--- src/design/pts_pkg.sv ---
package pts_pkg;

	// ----------------------------------------------------------------
	// register offsets (byte addresses, 12-bit local window)
	// ----------------------------------------------------------------
	localparam logic [11:0] PTS_OFS_CTRL     = 12'h700;
	localparam logic [11:0] PTS_OFS_INC      = 12'h704;
	localparam logic [11:0] PTS_OFS_SEC      = 12'h708;
	localparam logic [11:0] PTS_OFS_SUB      = 12'h70C;
	localparam logic [11:0] PTS_OFS_UPD_SEC  = 12'h710;
	localparam logic [11:0] PTS_OFS_UPD_SUB  = 12'h714;
	localparam logic [11:0] PTS_OFS_ADDEND   = 12'h718;
	localparam logic [11:0] PTS_OFS_TGT_SEC  = 12'h71C;
	localparam logic [11:0] PTS_OFS_TGT_SUB  = 12'h720;
	localparam logic [11:0] PTS_OFS_HI_SEC   = 12'h724;
	localparam logic [11:0] PTS_OFS_UPD_HI   = 12'h728;
	// controller's own registers
	localparam logic [11:0] PTS_OFS_FRAME    = 12'h800;
	localparam logic [11:0] PTS_OFS_STATUS   = 12'h804;
	localparam logic [11:0] PTS_OFS_SNAP_SEC = 12'h808;
	localparam logic [11:0] PTS_OFS_SNAP_SUB = 12'h80C;
	localparam int          PTS_LOCAL_BIT    = 11;

	// ----------------------------------------------------------------
	// timestamp_control fields and the update sub-second sign bit
	// ----------------------------------------------------------------
	localparam int PTS_B_ENABLE     = 0;
	localparam int PTS_B_FINE       = 1;
	localparam int PTS_B_INIT       = 2;
	localparam int PTS_B_ADJUST     = 3;
	localparam int PTS_B_TRIG_EN    = 4;
	localparam int PTS_B_ADDEND_UPD = 5;
	localparam int PTS_B_ALL_FRAMES = 8;
	localparam int PTS_B_DIGITAL    = 9;
	localparam int PTS_B_VERSION2   = 10;
	localparam int PTS_B_RAW_EN     = 11;
	localparam int PTS_B_IPV6_EN    = 12;
	localparam int PTS_B_IPV4_EN    = 13;
	localparam int PTS_B_EVENT_ONLY = 14;
	localparam int PTS_B_MASTER_SEL = 15;
	localparam int PTS_B_CLASS_LO   = 16;
	localparam int PTS_B_DA_FILTER  = 18;
	localparam logic [31:0] PTS_CTRL_MASK  = 32'h0007_FF3F;
	localparam logic [31:0] PTS_CTRL_SC    = 32'h0000_003C;
	localparam logic [31:0] PTS_CTRL_RESET = 32'h0000_2000;
	localparam int          PTS_B_UPD_NEG  = 31;

	// ----------------------------------------------------------------
	// rollover limits and widths
	// ----------------------------------------------------------------
	localparam logic [32:0] PTS_DIGITAL_MAX = 33'h0_3B9A_C9FF;
	localparam logic [32:0] PTS_BINARY_MAX  = 33'h0_07FF_FFFF;
	localparam int          PTS_INC_W       = 8;
	localparam int          PTS_SUB_W       = 31;
	localparam int          PTS_HI_W        = 16;

	// ----------------------------------------------------------------
	// frame transport and message types
	// ----------------------------------------------------------------
	typedef enum logic [1:0] {
		PTS_TR_IPV4 = 2'h0,
		PTS_TR_IPV6 = 2'h1,
		PTS_TR_RAW  = 2'h2,
		PTS_TR_NONE = 2'h3
	} pts_transport_type;

	localparam logic [3:0] PTS_MSG_SYNC      = 4'h0;
	localparam logic [3:0] PTS_MSG_DREQ      = 4'h1;
	localparam logic [3:0] PTS_MSG_PREQ      = 4'h2;
	localparam logic [3:0] PTS_MSG_PRESP     = 4'h3;
	localparam logic [3:0] PTS_MSG_FOLLOW    = 4'h8;
	localparam logic [3:0] PTS_MSG_DRESP     = 4'h9;
	localparam logic [3:0] PTS_MSG_PFOLLOW   = 4'hA;
	localparam logic [3:0] PTS_MSG_MGMT      = 4'hD;
	localparam logic [3:0] PTS_MSG_NONE      = 4'hF;
	// version 1 control field codes
	localparam logic [3:0] PTS_V1_SYNC       = 4'h0;
	localparam logic [3:0] PTS_V1_DREQ       = 4'h1;
	localparam logic [3:0] PTS_V1_FOLLOW     = 4'h2;
	localparam logic [3:0] PTS_V1_DRESP      = 4'h3;
	localparam logic [3:0] PTS_V1_MGMT       = 4'h4;

	// controller frame command and status fields
	localparam int PTS_F_TR_LO   = 0;
	localparam int PTS_F_VER2    = 4;
	localparam int PTS_F_MSG_LO  = 8;
	localparam int PTS_F_DA_HIT  = 12;
	localparam int PTS_S_IRQ     = 16;
	localparam int PTS_CNT_W     = 16;

endpackage

--- src/design/pts_link_if.sv ---
`timescale 1ns/1ps
interface pts_link_if;
	import pts_pkg::*;
	logic                 reg_req;
	logic                 reg_we;
	logic [11:0]          reg_addr;
	logic [31:0]          reg_wdata;
	logic                 reg_ack;
	logic [31:0]          reg_rdata;
	logic                 frm_valid;
	pts_transport_type    frm_transport;
	logic                 frm_version2;
	logic [3:0]           frm_msg;
	logic                 frm_da_match;
	logic                 snap_valid;
	logic [31:0]          snap_sec;
	logic [PTS_SUB_W-1:0] snap_sub;
	logic                 trig_irq;

	modport device (
		input  reg_req, reg_we, reg_addr, reg_wdata,
		output reg_ack, reg_rdata,
		input  frm_valid, frm_transport, frm_version2, frm_msg, frm_da_match,
		output snap_valid, snap_sec, snap_sub, trig_irq
	);
	modport host (
		output reg_req, reg_we, reg_addr, reg_wdata,
		input  reg_ack, reg_rdata,
		output frm_valid, frm_transport, frm_version2, frm_msg, frm_da_match,
		input  snap_valid, snap_sec, snap_sub, trig_irq
	);
endinterface

--- src/design/pts_time_unit.sv ---
// Chosen here: the pts_link_if request/ack register port; APB is in the controller.
`timescale 1ns/1ps
module pts_time_unit
	import pts_pkg::*;
(
	input  wire logic  ref_clk,
	input  wire logic  srst,
	pts_link_if.device lnk
);

	// ----------------------------------------------------------------
	// state
	// ----------------------------------------------------------------
	typedef struct packed {
		logic [31:0]          ctrl;
		logic [PTS_INC_W-1:0] inc;
		logic [31:0]          sec;
		logic [PTS_SUB_W-1:0] sub;
		logic [PTS_HI_W-1:0]  hi;
		logic [31:0]          upd_sec;
		logic [31:0]          upd_sub;
		logic [PTS_HI_W-1:0]  upd_hi;
		logic [31:0]          addend_reg;
		logic [31:0]          addend_act;
		logic [31:0]          acc;
		logic [31:0]          tgt_sec;
		logic [31:0]          tgt_sub;
		logic                 ack;
		logic [31:0]          rdata;
		logic                 snap_valid;
		logic [31:0]          snap_sec;
		logic [PTS_SUB_W-1:0] snap_sub;
		logic                 irq;
	} pts_dev_state_type;

	pts_dev_state_type st_ff;
	pts_dev_state_type nxt_st;

	// ----------------------------------------------------------------
	// message set selection
	// ----------------------------------------------------------------
	function automatic logic msg_selected(input logic [31:0] c, input logic [3:0] m);
		logic sy;
		logic dq;
		logic pq;
		logic pr;
		logic other;
		sy = (m == PTS_MSG_SYNC);
		dq = (m == PTS_MSG_DREQ);
		pq = (m == PTS_MSG_PREQ);
		pr = (m == PTS_MSG_PRESP);
		other = sy | dq | (m == PTS_MSG_FOLLOW) | (m == PTS_MSG_DRESP);
		msg_selected = 1'b0;
		unique case (c[PTS_B_CLASS_LO +: 2])
			2'h0: begin
				if (c[PTS_B_EVENT_ONLY])
					msg_selected = c[PTS_B_MASTER_SEL] ? dq : sy;
				else
					msg_selected = other;
			end
			2'h1: begin
				if (c[PTS_B_EVENT_ONLY])
					msg_selected = (c[PTS_B_MASTER_SEL] ? dq : sy) | pq | pr;
				else
					msg_selected = other | pq | pr | (m == PTS_MSG_PFOLLOW);
			end
			2'h2: msg_selected = sy | dq;
			2'h3: msg_selected = pq | pr;
		endcase
	endfunction

	// version 1 control codes map onto the version 2 message numbering
	function automatic logic [3:0] v1_to_msg(input logic [3:0] code);
		unique case (code)
			PTS_V1_SYNC:   v1_to_msg = PTS_MSG_SYNC;
			PTS_V1_DREQ:   v1_to_msg = PTS_MSG_DREQ;
			PTS_V1_FOLLOW: v1_to_msg = PTS_MSG_FOLLOW;
			PTS_V1_DRESP:  v1_to_msg = PTS_MSG_DRESP;
			PTS_V1_MGMT:   v1_to_msg = PTS_MSG_MGMT;
			default:       v1_to_msg = PTS_MSG_NONE;
		endcase
	endfunction

	// ----------------------------------------------------------------
	// next state
	// ----------------------------------------------------------------
	logic [32:0] lim;
	logic [32:0] sum;
	logic [32:0] acc_sum;
	logic [32:0] dsub;
	logic [31:0] dsec;
	logic        tick;
	logic        tr_ok;
	logic        msg_ok;
	logic [3:0]  msg;
	logic [31:0] wmask;

	always_comb begin
		nxt_st = st_ff;
		nxt_st.ack = 1'b0;
		nxt_st.snap_valid = 1'b0;
		nxt_st.irq = 1'b0;
		lim = st_ff.ctrl[PTS_B_DIGITAL] ? PTS_DIGITAL_MAX : PTS_BINARY_MAX;
		acc_sum = {1'b0, st_ff.acc} + {1'b0, st_ff.addend_act};
		tick = st_ff.ctrl[PTS_B_FINE] ? acc_sum[32] : 1'b1;
		dsub = {2'h0, st_ff.upd_sub[PTS_SUB_W-1:0]};
		dsec = st_ff.upd_sec;
		sum = '0;

		if (st_ff.ctrl[PTS_B_ENABLE]) begin
			if (st_ff.ctrl[PTS_B_FINE])
				nxt_st.acc = acc_sum[31:0];
			if (st_ff.ctrl[PTS_B_ADDEND_UPD]) begin
				nxt_st.addend_act = st_ff.addend_reg;
				nxt_st.ctrl[PTS_B_ADDEND_UPD] = 1'b0;
			end
			if (st_ff.ctrl[PTS_B_INIT]) begin
				nxt_st.sec = st_ff.upd_sec;
				nxt_st.sub = st_ff.upd_sub[PTS_SUB_W-1:0];
				nxt_st.hi = st_ff.upd_hi;
				nxt_st.ctrl[PTS_B_INIT] = 1'b0;
			end else if (st_ff.ctrl[PTS_B_ADJUST]) begin
				if (!st_ff.upd_sub[PTS_B_UPD_NEG]) begin
					sum = {2'h0, st_ff.sub} + dsub;
					if (sum > lim) begin
						sum = sum - lim - 33'h1;
						dsec = dsec + 32'h1;
					end
					nxt_st.sec = st_ff.sec + dsec;
				end else begin
					if ({2'h0, st_ff.sub} >= dsub) begin
						sum = {2'h0, st_ff.sub} - dsub;
					end else begin
						sum = {2'h0, st_ff.sub} + lim + 33'h1 - dsub;
						dsec = dsec + 32'h1;
					end
					nxt_st.sec = st_ff.sec - dsec;
				end
				nxt_st.sub = sum[PTS_SUB_W-1:0];
				nxt_st.ctrl[PTS_B_ADJUST] = 1'b0;
			end else if (tick) begin
				sum = {2'h0, st_ff.sub} + {25'h0, st_ff.inc};
				if (sum > lim) begin
					sum = sum - lim - 33'h1;
					nxt_st.sec = st_ff.sec + 32'h1;
				end
				nxt_st.sub = sum[PTS_SUB_W-1:0];
			end
			if (st_ff.ctrl[PTS_B_TRIG_EN]
			    && {st_ff.sec, st_ff.sub} > {st_ff.tgt_sec, st_ff.tgt_sub[PTS_SUB_W-1:0]}) begin
				nxt_st.irq = 1'b1;
				nxt_st.ctrl[PTS_B_TRIG_EN] = 1'b0;
			end
		end

		// snapshot decision for a received frame
		msg = lnk.frm_version2 ? lnk.frm_msg : v1_to_msg(lnk.frm_msg);
		msg_ok = (lnk.frm_version2 == st_ff.ctrl[PTS_B_VERSION2])
		         && msg_selected(st_ff.ctrl, msg);
		unique case (lnk.frm_transport)
			PTS_TR_IPV4: tr_ok = st_ff.ctrl[PTS_B_IPV4_EN];
			PTS_TR_IPV6: tr_ok = st_ff.ctrl[PTS_B_IPV6_EN];
			PTS_TR_RAW:  tr_ok = st_ff.ctrl[PTS_B_RAW_EN]
			                     && (!st_ff.ctrl[PTS_B_DA_FILTER] || lnk.frm_da_match);
			default:     tr_ok = 1'b0;
		endcase
		if (lnk.frm_valid && st_ff.ctrl[PTS_B_ENABLE]
		    && (st_ff.ctrl[PTS_B_ALL_FRAMES] || (tr_ok && msg_ok))) begin
			nxt_st.snap_valid = 1'b1;
			nxt_st.snap_sec = st_ff.sec;
			nxt_st.snap_sub = st_ff.sub;
		end

		// register access; a software set lands after the hardware clear
		wmask = lnk.reg_wdata & PTS_CTRL_MASK;
		if (!st_ff.ctrl[PTS_B_FINE])
			wmask[PTS_B_ADDEND_UPD] = 1'b0;
		if (lnk.reg_req) begin
			nxt_st.ack = 1'b1;
			nxt_st.rdata = '0;
			if (lnk.reg_we) begin
				unique case (lnk.reg_addr)
					PTS_OFS_CTRL:    nxt_st.ctrl = (wmask & ~PTS_CTRL_SC)
					                              | ((wmask | nxt_st.ctrl) & PTS_CTRL_SC);
					PTS_OFS_INC:     nxt_st.inc = lnk.reg_wdata[PTS_INC_W-1:0];
					PTS_OFS_UPD_SEC: nxt_st.upd_sec = lnk.reg_wdata;
					PTS_OFS_UPD_SUB: nxt_st.upd_sub = lnk.reg_wdata;
					PTS_OFS_ADDEND:  nxt_st.addend_reg = lnk.reg_wdata;
					PTS_OFS_TGT_SEC: nxt_st.tgt_sec = lnk.reg_wdata;
					PTS_OFS_TGT_SUB: nxt_st.tgt_sub = lnk.reg_wdata;
					PTS_OFS_UPD_HI:  nxt_st.upd_hi = lnk.reg_wdata[PTS_HI_W-1:0];
					default:         nxt_st.rdata = '0;
				endcase
			end else begin
				unique case (lnk.reg_addr)
					PTS_OFS_CTRL:    nxt_st.rdata = st_ff.ctrl;
					PTS_OFS_INC:     nxt_st.rdata = {24'h0, st_ff.inc};
					PTS_OFS_SEC:     nxt_st.rdata = st_ff.sec;
					PTS_OFS_SUB:     nxt_st.rdata = {1'b0, st_ff.sub};
					PTS_OFS_UPD_SEC: nxt_st.rdata = st_ff.upd_sec;
					PTS_OFS_UPD_SUB: nxt_st.rdata = st_ff.upd_sub;
					PTS_OFS_ADDEND:  nxt_st.rdata = st_ff.addend_reg;
					PTS_OFS_TGT_SEC: nxt_st.rdata = st_ff.tgt_sec;
					PTS_OFS_TGT_SUB: nxt_st.rdata = st_ff.tgt_sub;
					PTS_OFS_HI_SEC:  nxt_st.rdata = {16'h0, st_ff.hi};
					PTS_OFS_UPD_HI:  nxt_st.rdata = {16'h0, st_ff.upd_hi};
					default:         nxt_st.rdata = '0;
				endcase
			end
		end
	end

	always_ff @(posedge ref_clk) begin
		if (srst) begin
			st_ff <= '0;
			st_ff.ctrl <= PTS_CTRL_RESET;
		end else begin
			st_ff <= nxt_st;
		end
	end

	// ----------------------------------------------------------------
	// outputs
	// ----------------------------------------------------------------
	assign lnk.reg_ack    = st_ff.ack;
	assign lnk.reg_rdata  = st_ff.rdata;
	assign lnk.snap_valid = st_ff.snap_valid;
	assign lnk.snap_sec   = st_ff.snap_sec;
	assign lnk.snap_sub   = st_ff.snap_sub;
	assign lnk.trig_irq   = st_ff.irq;

endmodule

--- src/flat_wrapper.sv ---
// flat-port wrapper written by rule: the top's interface ports become plain ports
module pts_time_unit_flat import pts_pkg::*;
  (ref_clk, srst, lnk_reg_req, lnk_reg_we, lnk_reg_addr, lnk_reg_wdata, lnk_reg_ack, lnk_reg_rdata, lnk_frm_valid, lnk_frm_transport, lnk_frm_version2, lnk_frm_msg, lnk_frm_da_match, lnk_snap_valid, lnk_snap_sec, lnk_snap_sub, lnk_trig_irq);
  pts_link_if lnk_i ();
  input  wire logic ref_clk;
  input  wire logic srst;
  input wire logic [$bits(lnk_i.reg_req)-1:0] lnk_reg_req;
  input wire logic [$bits(lnk_i.reg_we)-1:0] lnk_reg_we;
  input wire logic [$bits(lnk_i.reg_addr)-1:0] lnk_reg_addr;
  input wire logic [$bits(lnk_i.reg_wdata)-1:0] lnk_reg_wdata;
  output wire logic [$bits(lnk_i.reg_ack)-1:0] lnk_reg_ack;
  output wire logic [$bits(lnk_i.reg_rdata)-1:0] lnk_reg_rdata;
  input wire logic [$bits(lnk_i.frm_valid)-1:0] lnk_frm_valid;
  input wire logic [$bits(lnk_i.frm_transport)-1:0] lnk_frm_transport;
  input wire logic [$bits(lnk_i.frm_version2)-1:0] lnk_frm_version2;
  input wire logic [$bits(lnk_i.frm_msg)-1:0] lnk_frm_msg;
  input wire logic [$bits(lnk_i.frm_da_match)-1:0] lnk_frm_da_match;
  output wire logic [$bits(lnk_i.snap_valid)-1:0] lnk_snap_valid;
  output wire logic [$bits(lnk_i.snap_sec)-1:0] lnk_snap_sec;
  output wire logic [$bits(lnk_i.snap_sub)-1:0] lnk_snap_sub;
  output wire logic [$bits(lnk_i.trig_irq)-1:0] lnk_trig_irq;
  assign lnk_i.reg_req = lnk_reg_req;
  assign lnk_i.reg_we = lnk_reg_we;
  assign lnk_i.reg_addr = lnk_reg_addr;
  assign lnk_i.reg_wdata = lnk_reg_wdata;
  assign lnk_reg_ack = lnk_i.reg_ack;
  assign lnk_reg_rdata = lnk_i.reg_rdata;
  assign lnk_i.frm_valid = lnk_frm_valid;
  assign lnk_i.frm_transport = lnk_frm_transport;
  assign lnk_i.frm_version2 = lnk_frm_version2;
  assign lnk_i.frm_msg = lnk_frm_msg;
  assign lnk_i.frm_da_match = lnk_frm_da_match;
  assign lnk_snap_valid = lnk_i.snap_valid;
  assign lnk_snap_sec = lnk_i.snap_sec;
  assign lnk_snap_sub = lnk_i.snap_sub;
  assign lnk_trig_irq = lnk_i.trig_irq;
  pts_time_unit u_core (.ref_clk(ref_clk), .srst(srst), .lnk(lnk_i));
endmodule
--- config.mk ---
export PLATFORM = sky130hd
export DESIGN_NAME = pts_time_unit_flat
export DESIGN_NICKNAME = d
export VERILOG_FILES = /design/src/design/pts_pkg.sv /design/src/design/pts_link_if.sv /design/src/design/pts_time_unit.sv /design/src/flat_wrapper.sv
export SDC_FILE = /design/constraint.sdc
export NUM_CORES = 2
export LEC_CHECK = 0
export BUFFER_PORTS_ARGS = -buffer_cell sky130_fd_sc_hd__buf_4
export CORE_UTILIZATION = 50
export CTS_CLUSTER_SIZE = 30
export DETAILED_ROUTE_END_ITERATION = 16
export GPL_ROUTABILITY_DRIVEN = 0
export GPL_TIMING_DRIVEN = 0
export MAX_ROUTING_LAYER = met4
export PLACE_DENSITY = 0.7
export SYNTH_ARGS = -nofsm -noshare
export SYNTH_HDL_FRONTEND = slang
export SYNTH_SLANG_ARGS = --single-unit
--- constraint.sdc ---
create_clock -name ref_clk -period 9.6 [get_ports ref_clk]
set_input_delay 0.96 -clock ref_clk [delete_from_list [all_inputs] [get_ports ref_clk]]
set_output_delay 0.96 -clock ref_clk [all_outputs]
set_load 0.01 [all_outputs]
==> key figures <==
Run status
  • Outcome: completed

Cells and area
  • Share of layout cells above drive strength 1: 0.127
  • Reg area: between 8000 and 9000 um2
  • Multi-input logic area: 23000 um2
  • Final #Nets: 5182
  • Commonest non-fill, non-tap cell in the layout: nand2_1
  • Final Util: 0.592
  • FILL cells: 6267
  • Syn-to-layout area delta: 16.1%
  • Most frequent cells in the layout: nand2_1 (733), a21oi_1 (507), dfxtp_1 (400)

Clocking
  • Sink Count: 442
  • Num CTS Buffers: 50
  • Clock transition at path regs: 0.06 ns
  • Clk buf depth: 3
  • H-tree depth: 2
  • CTS Root Cell: clkbuf_16
  • TritonCTS clock tree: yes
  • Hold buffer count at CTS: 0
  • Worst skew pair latency: 0.65 ns

Detailed routing
  • DR WL met2: 55300 um
  • Initial drt markers: 5338
  • Uppermost routed layer: met4
  • Post-detailed-routing wire length: about 140000 um
  • Via density: between 6 and 7
  • Via count: 36436
  • Routed WL per cell: 24.3 um
  • Met1 Routed Length: approximately 54000 um
  • DRT Pass-1 Iters: 9
  • Antenna Violating Nets Remaining: 0
  • Routed wl met3: 18600 um
  • DRC violations left: 0

Synth
  • Largest family of logic cells by synthesized area: compound AO/OA/AOI/OAI gates
  • Synth Area in Simple Gates: 0.214
  • Syn avg cell area: 7.44 um2
  • Mapped Area: between 30000 and 40000 um2
  • Mux contribution to synthesized area: 0.0286
  • Synth Flop Type: dfxtp_1
  • Number of synthesized flops with an enable pin: 0
  • Cells after Synth: 4544
  • Sequential-to-total area share from yosys stat: 0.262
  • Synth Area in XOR/XNOR: 0.0619
  • Synth Area in Compound Gates: 0.232
  • Synth Area in Adders: 0.123
  • Synth Warn #: 0
  • Unique masters post-synth: between 90 and 100
  • Yosys reg bits: 442
  • Syn Nets: 4916
  • Ys async rst share: 0

Placed design
  • DPL Wire Length: 106000 um
  • PortBufs: roughly 150

Setup path
  • Critical Path AT: roughly 10 ns
  • R2r worst-path depth: 50
  • Slowest cell on the critical path: o41ai_4
  • Crit path max fanout: 5
  • Most frequent cell on the critical path: a21oi_4
  • Worst path required time: 10.11 ns
  • Critical Path Sink Type: flip-flop
  • Peak per-stage delay on the critical path: 0.44 ns
  • Startpoint type of the worst setup path: flip-flop
  • Critical path class: reg2reg

Floorplan
  • Die width: around 260 um
  • Site Rows: 94
  • Core Area: 66300 um2
  • Die Span Y: around 260 um
  • Die area: around 70000 um2
  • Initial Util: 0.510
  • Top Ports: 155

GRT
  • Largest net degree at the start of global routing: 25
  • Overall Global Routing Usage: 0.404
  • Gr ovfl total: 0
  • Vias in the first global route: around 33000
  • Initial antenna violation count: 4
  • First-pass GRT wire length: 202000 um

STA
  • Setup Viol. Count Final: 0
  • Skew final: roughly 0.037 ns
  • Period utilization: 0.993
  • Slew Viols, Final: 0
  • F_max: 0.105 GHz
  • Least-Margin Pin Slew: 1.29 ns
  • Minimum clock period: 9.53 ns
  • Final-report hold violation count: 0
  • RSZ-0062 raised after global routing: true
  • Slew headroom: 0.138

Worst hold path
  • Cells on Worst Hold Path: 2
  • Worst hold-check path type: reg2reg

Power
  • VDD IR max: 0.141 mV
  • Pwr Total: 4.03 mW
  • P_leak: 15.2 nW
  • PwrDens: 103 nW/um2

Job
  • Max-cap viol count: 0
==> cells in the mapped netlist (all sizes together), types with 23 or more instances <==
cell type	count	share of area
a31oi	29	0.0054
o21bai	29	0.0065
a211oi	79	0.018
a22oi	65	0.014
and3	41	0.0076
a21oi	524	0.078
o21ai	133	0.020
dfxtp	442	0.26
a21o	52	0.012
fa	27	0.016
inv	239	0.027
nand3	96	0.015
nor3	65	0.0098
ha	288	0.11
xnor2	168	0.044
clkbuf	252	0.028
or3	27	0.0050
mux2i	92	0.027
nand2	733	0.081
a222oi	42	0.012
o211ai	56	0.012
o21a	25	0.0056
nand4	60	0.012
xor2	71	0.018
and2	36	0.0067
buf	124	0.025
nor2	391	0.044
nor2b	64	0.012
nand2b	34	0.0063
nor4	23	0.0043
o31ai	33	0.0075
==> layer usage <==
metal | up-vias | track usage
met2 | 2609 | 0.559
met4 | 0 | 0.252
met5 | - | -
met1 | 16756 | 0.520
met3 | 676 | 0.101
li1 | 16395 | -
==> cells by family after synthesis <==
| kind of cell | after synthesis |
|---|---|
| flops | 442 |
| xor+xnor | 239 |
| compound gates | 1217 |
| simple gates | 1618 |
| buf+inv | 617 |
| fa+ha+maj | 315 |
| mux | 96 |
==> repair_timing <==
| item | CTS | global route |
|---|---|---|
| gates cloned | 0 | 1 |
| endpoints found under the setup margin | 24 | 10 |
| pin swaps | 31 | 54 |
| endpoints found under the hold margin | 0 | 0 |
| resized for setup | 139 | 81 |
| setup buffers | 40 | 30 |
==> power by group <==
part,switching (mW),internal (mW)
Clock,0.889,1.20
Sequential,0.000162,1.83
Combinational,0.0916,0.0238
Total,0.981,3.05
==> worst max-delay path: cells and delay by family, from the launching register on <==
family                   cells  cell delay, ns
XOR/XNOR                     1            0.15
multiplexers                 1            0.21
AND/OR/NAND/NOR              9            1.45
buffers and inverters        7            0.90
AO/OA/AOI/OAI               27            4.81
flip-flops                   1            0.37
adder cells (fa/ha/maj)      5            1.49
==> worst paths after layout <==
check / startpoint / end / slack [ns]
min reg2reg: u_core.st_ff[343]$_SDFFE_PP0P_ / u_core.st_ff[343]$_SDFFE_PP0P_ / 0.46
max: u_core.dsub[0]$_SDFFE_PP0P_ / u_core.st_ff[416]$_SDFFE_PP0P_ / 0.07
min: u_core.st_ff[343]$_SDFFE_PP0P_ / u_core.st_ff[343]$_SDFFE_PP0P_ / 0.46
max reg2reg: u_core.dsub[0]$_SDFFE_PP0P_ / u_core.st_ff[416]$_SDFFE_PP0P_ / 0.07
==> metrics by stage <==
stage	worst slack [ns]	setup TNS (ns)	cells	hold WS [ns]	area [um2]
floorplan	0.0678	0	4544	0.436	33800
global placement	-2.42	-23.19	5555	0.442	36000
detailed placement	-2.51	-24.70	5557	0.447	36000
CTS	0.00474	0	5686	0.455	38700
global route	-0.231	-0.428	5717	0.474	39200
finish	0.0709	0	5718	0.457	39200
==> flip-flops by register name, summed over array words and instances, names as in the netlist <==
register and flops:
u_core.lnk.reg_rdata 32, u_core.dsub 31, u_core.lnk.reg_ack 1, u_core.lnk.trig_irq 1
u_core.st_ff 313, u_core.lnk.snap_valid 1, u_core.lnk.snap_sub 31, u_core.lnk.snap_sec 32
==> area by class of cell <==
cell class | instances | share of cell area
Inverter | 241 | 0.0231
Antenna cell | 3 | 0.000191
Timing Repair Buffer | 221 | 0.0427
Tap cell | 864 | 0.0275
Clock inverter | 19 | 0.00679
Clock buffer | 74 | 0.0383
Sequential cell | 442 | 0.228
Buffer | 369 | 0.0473
Multi-Input combinational cell | 3485 | 0.586
Note: power is estimated with default switching activity, not from simulation.
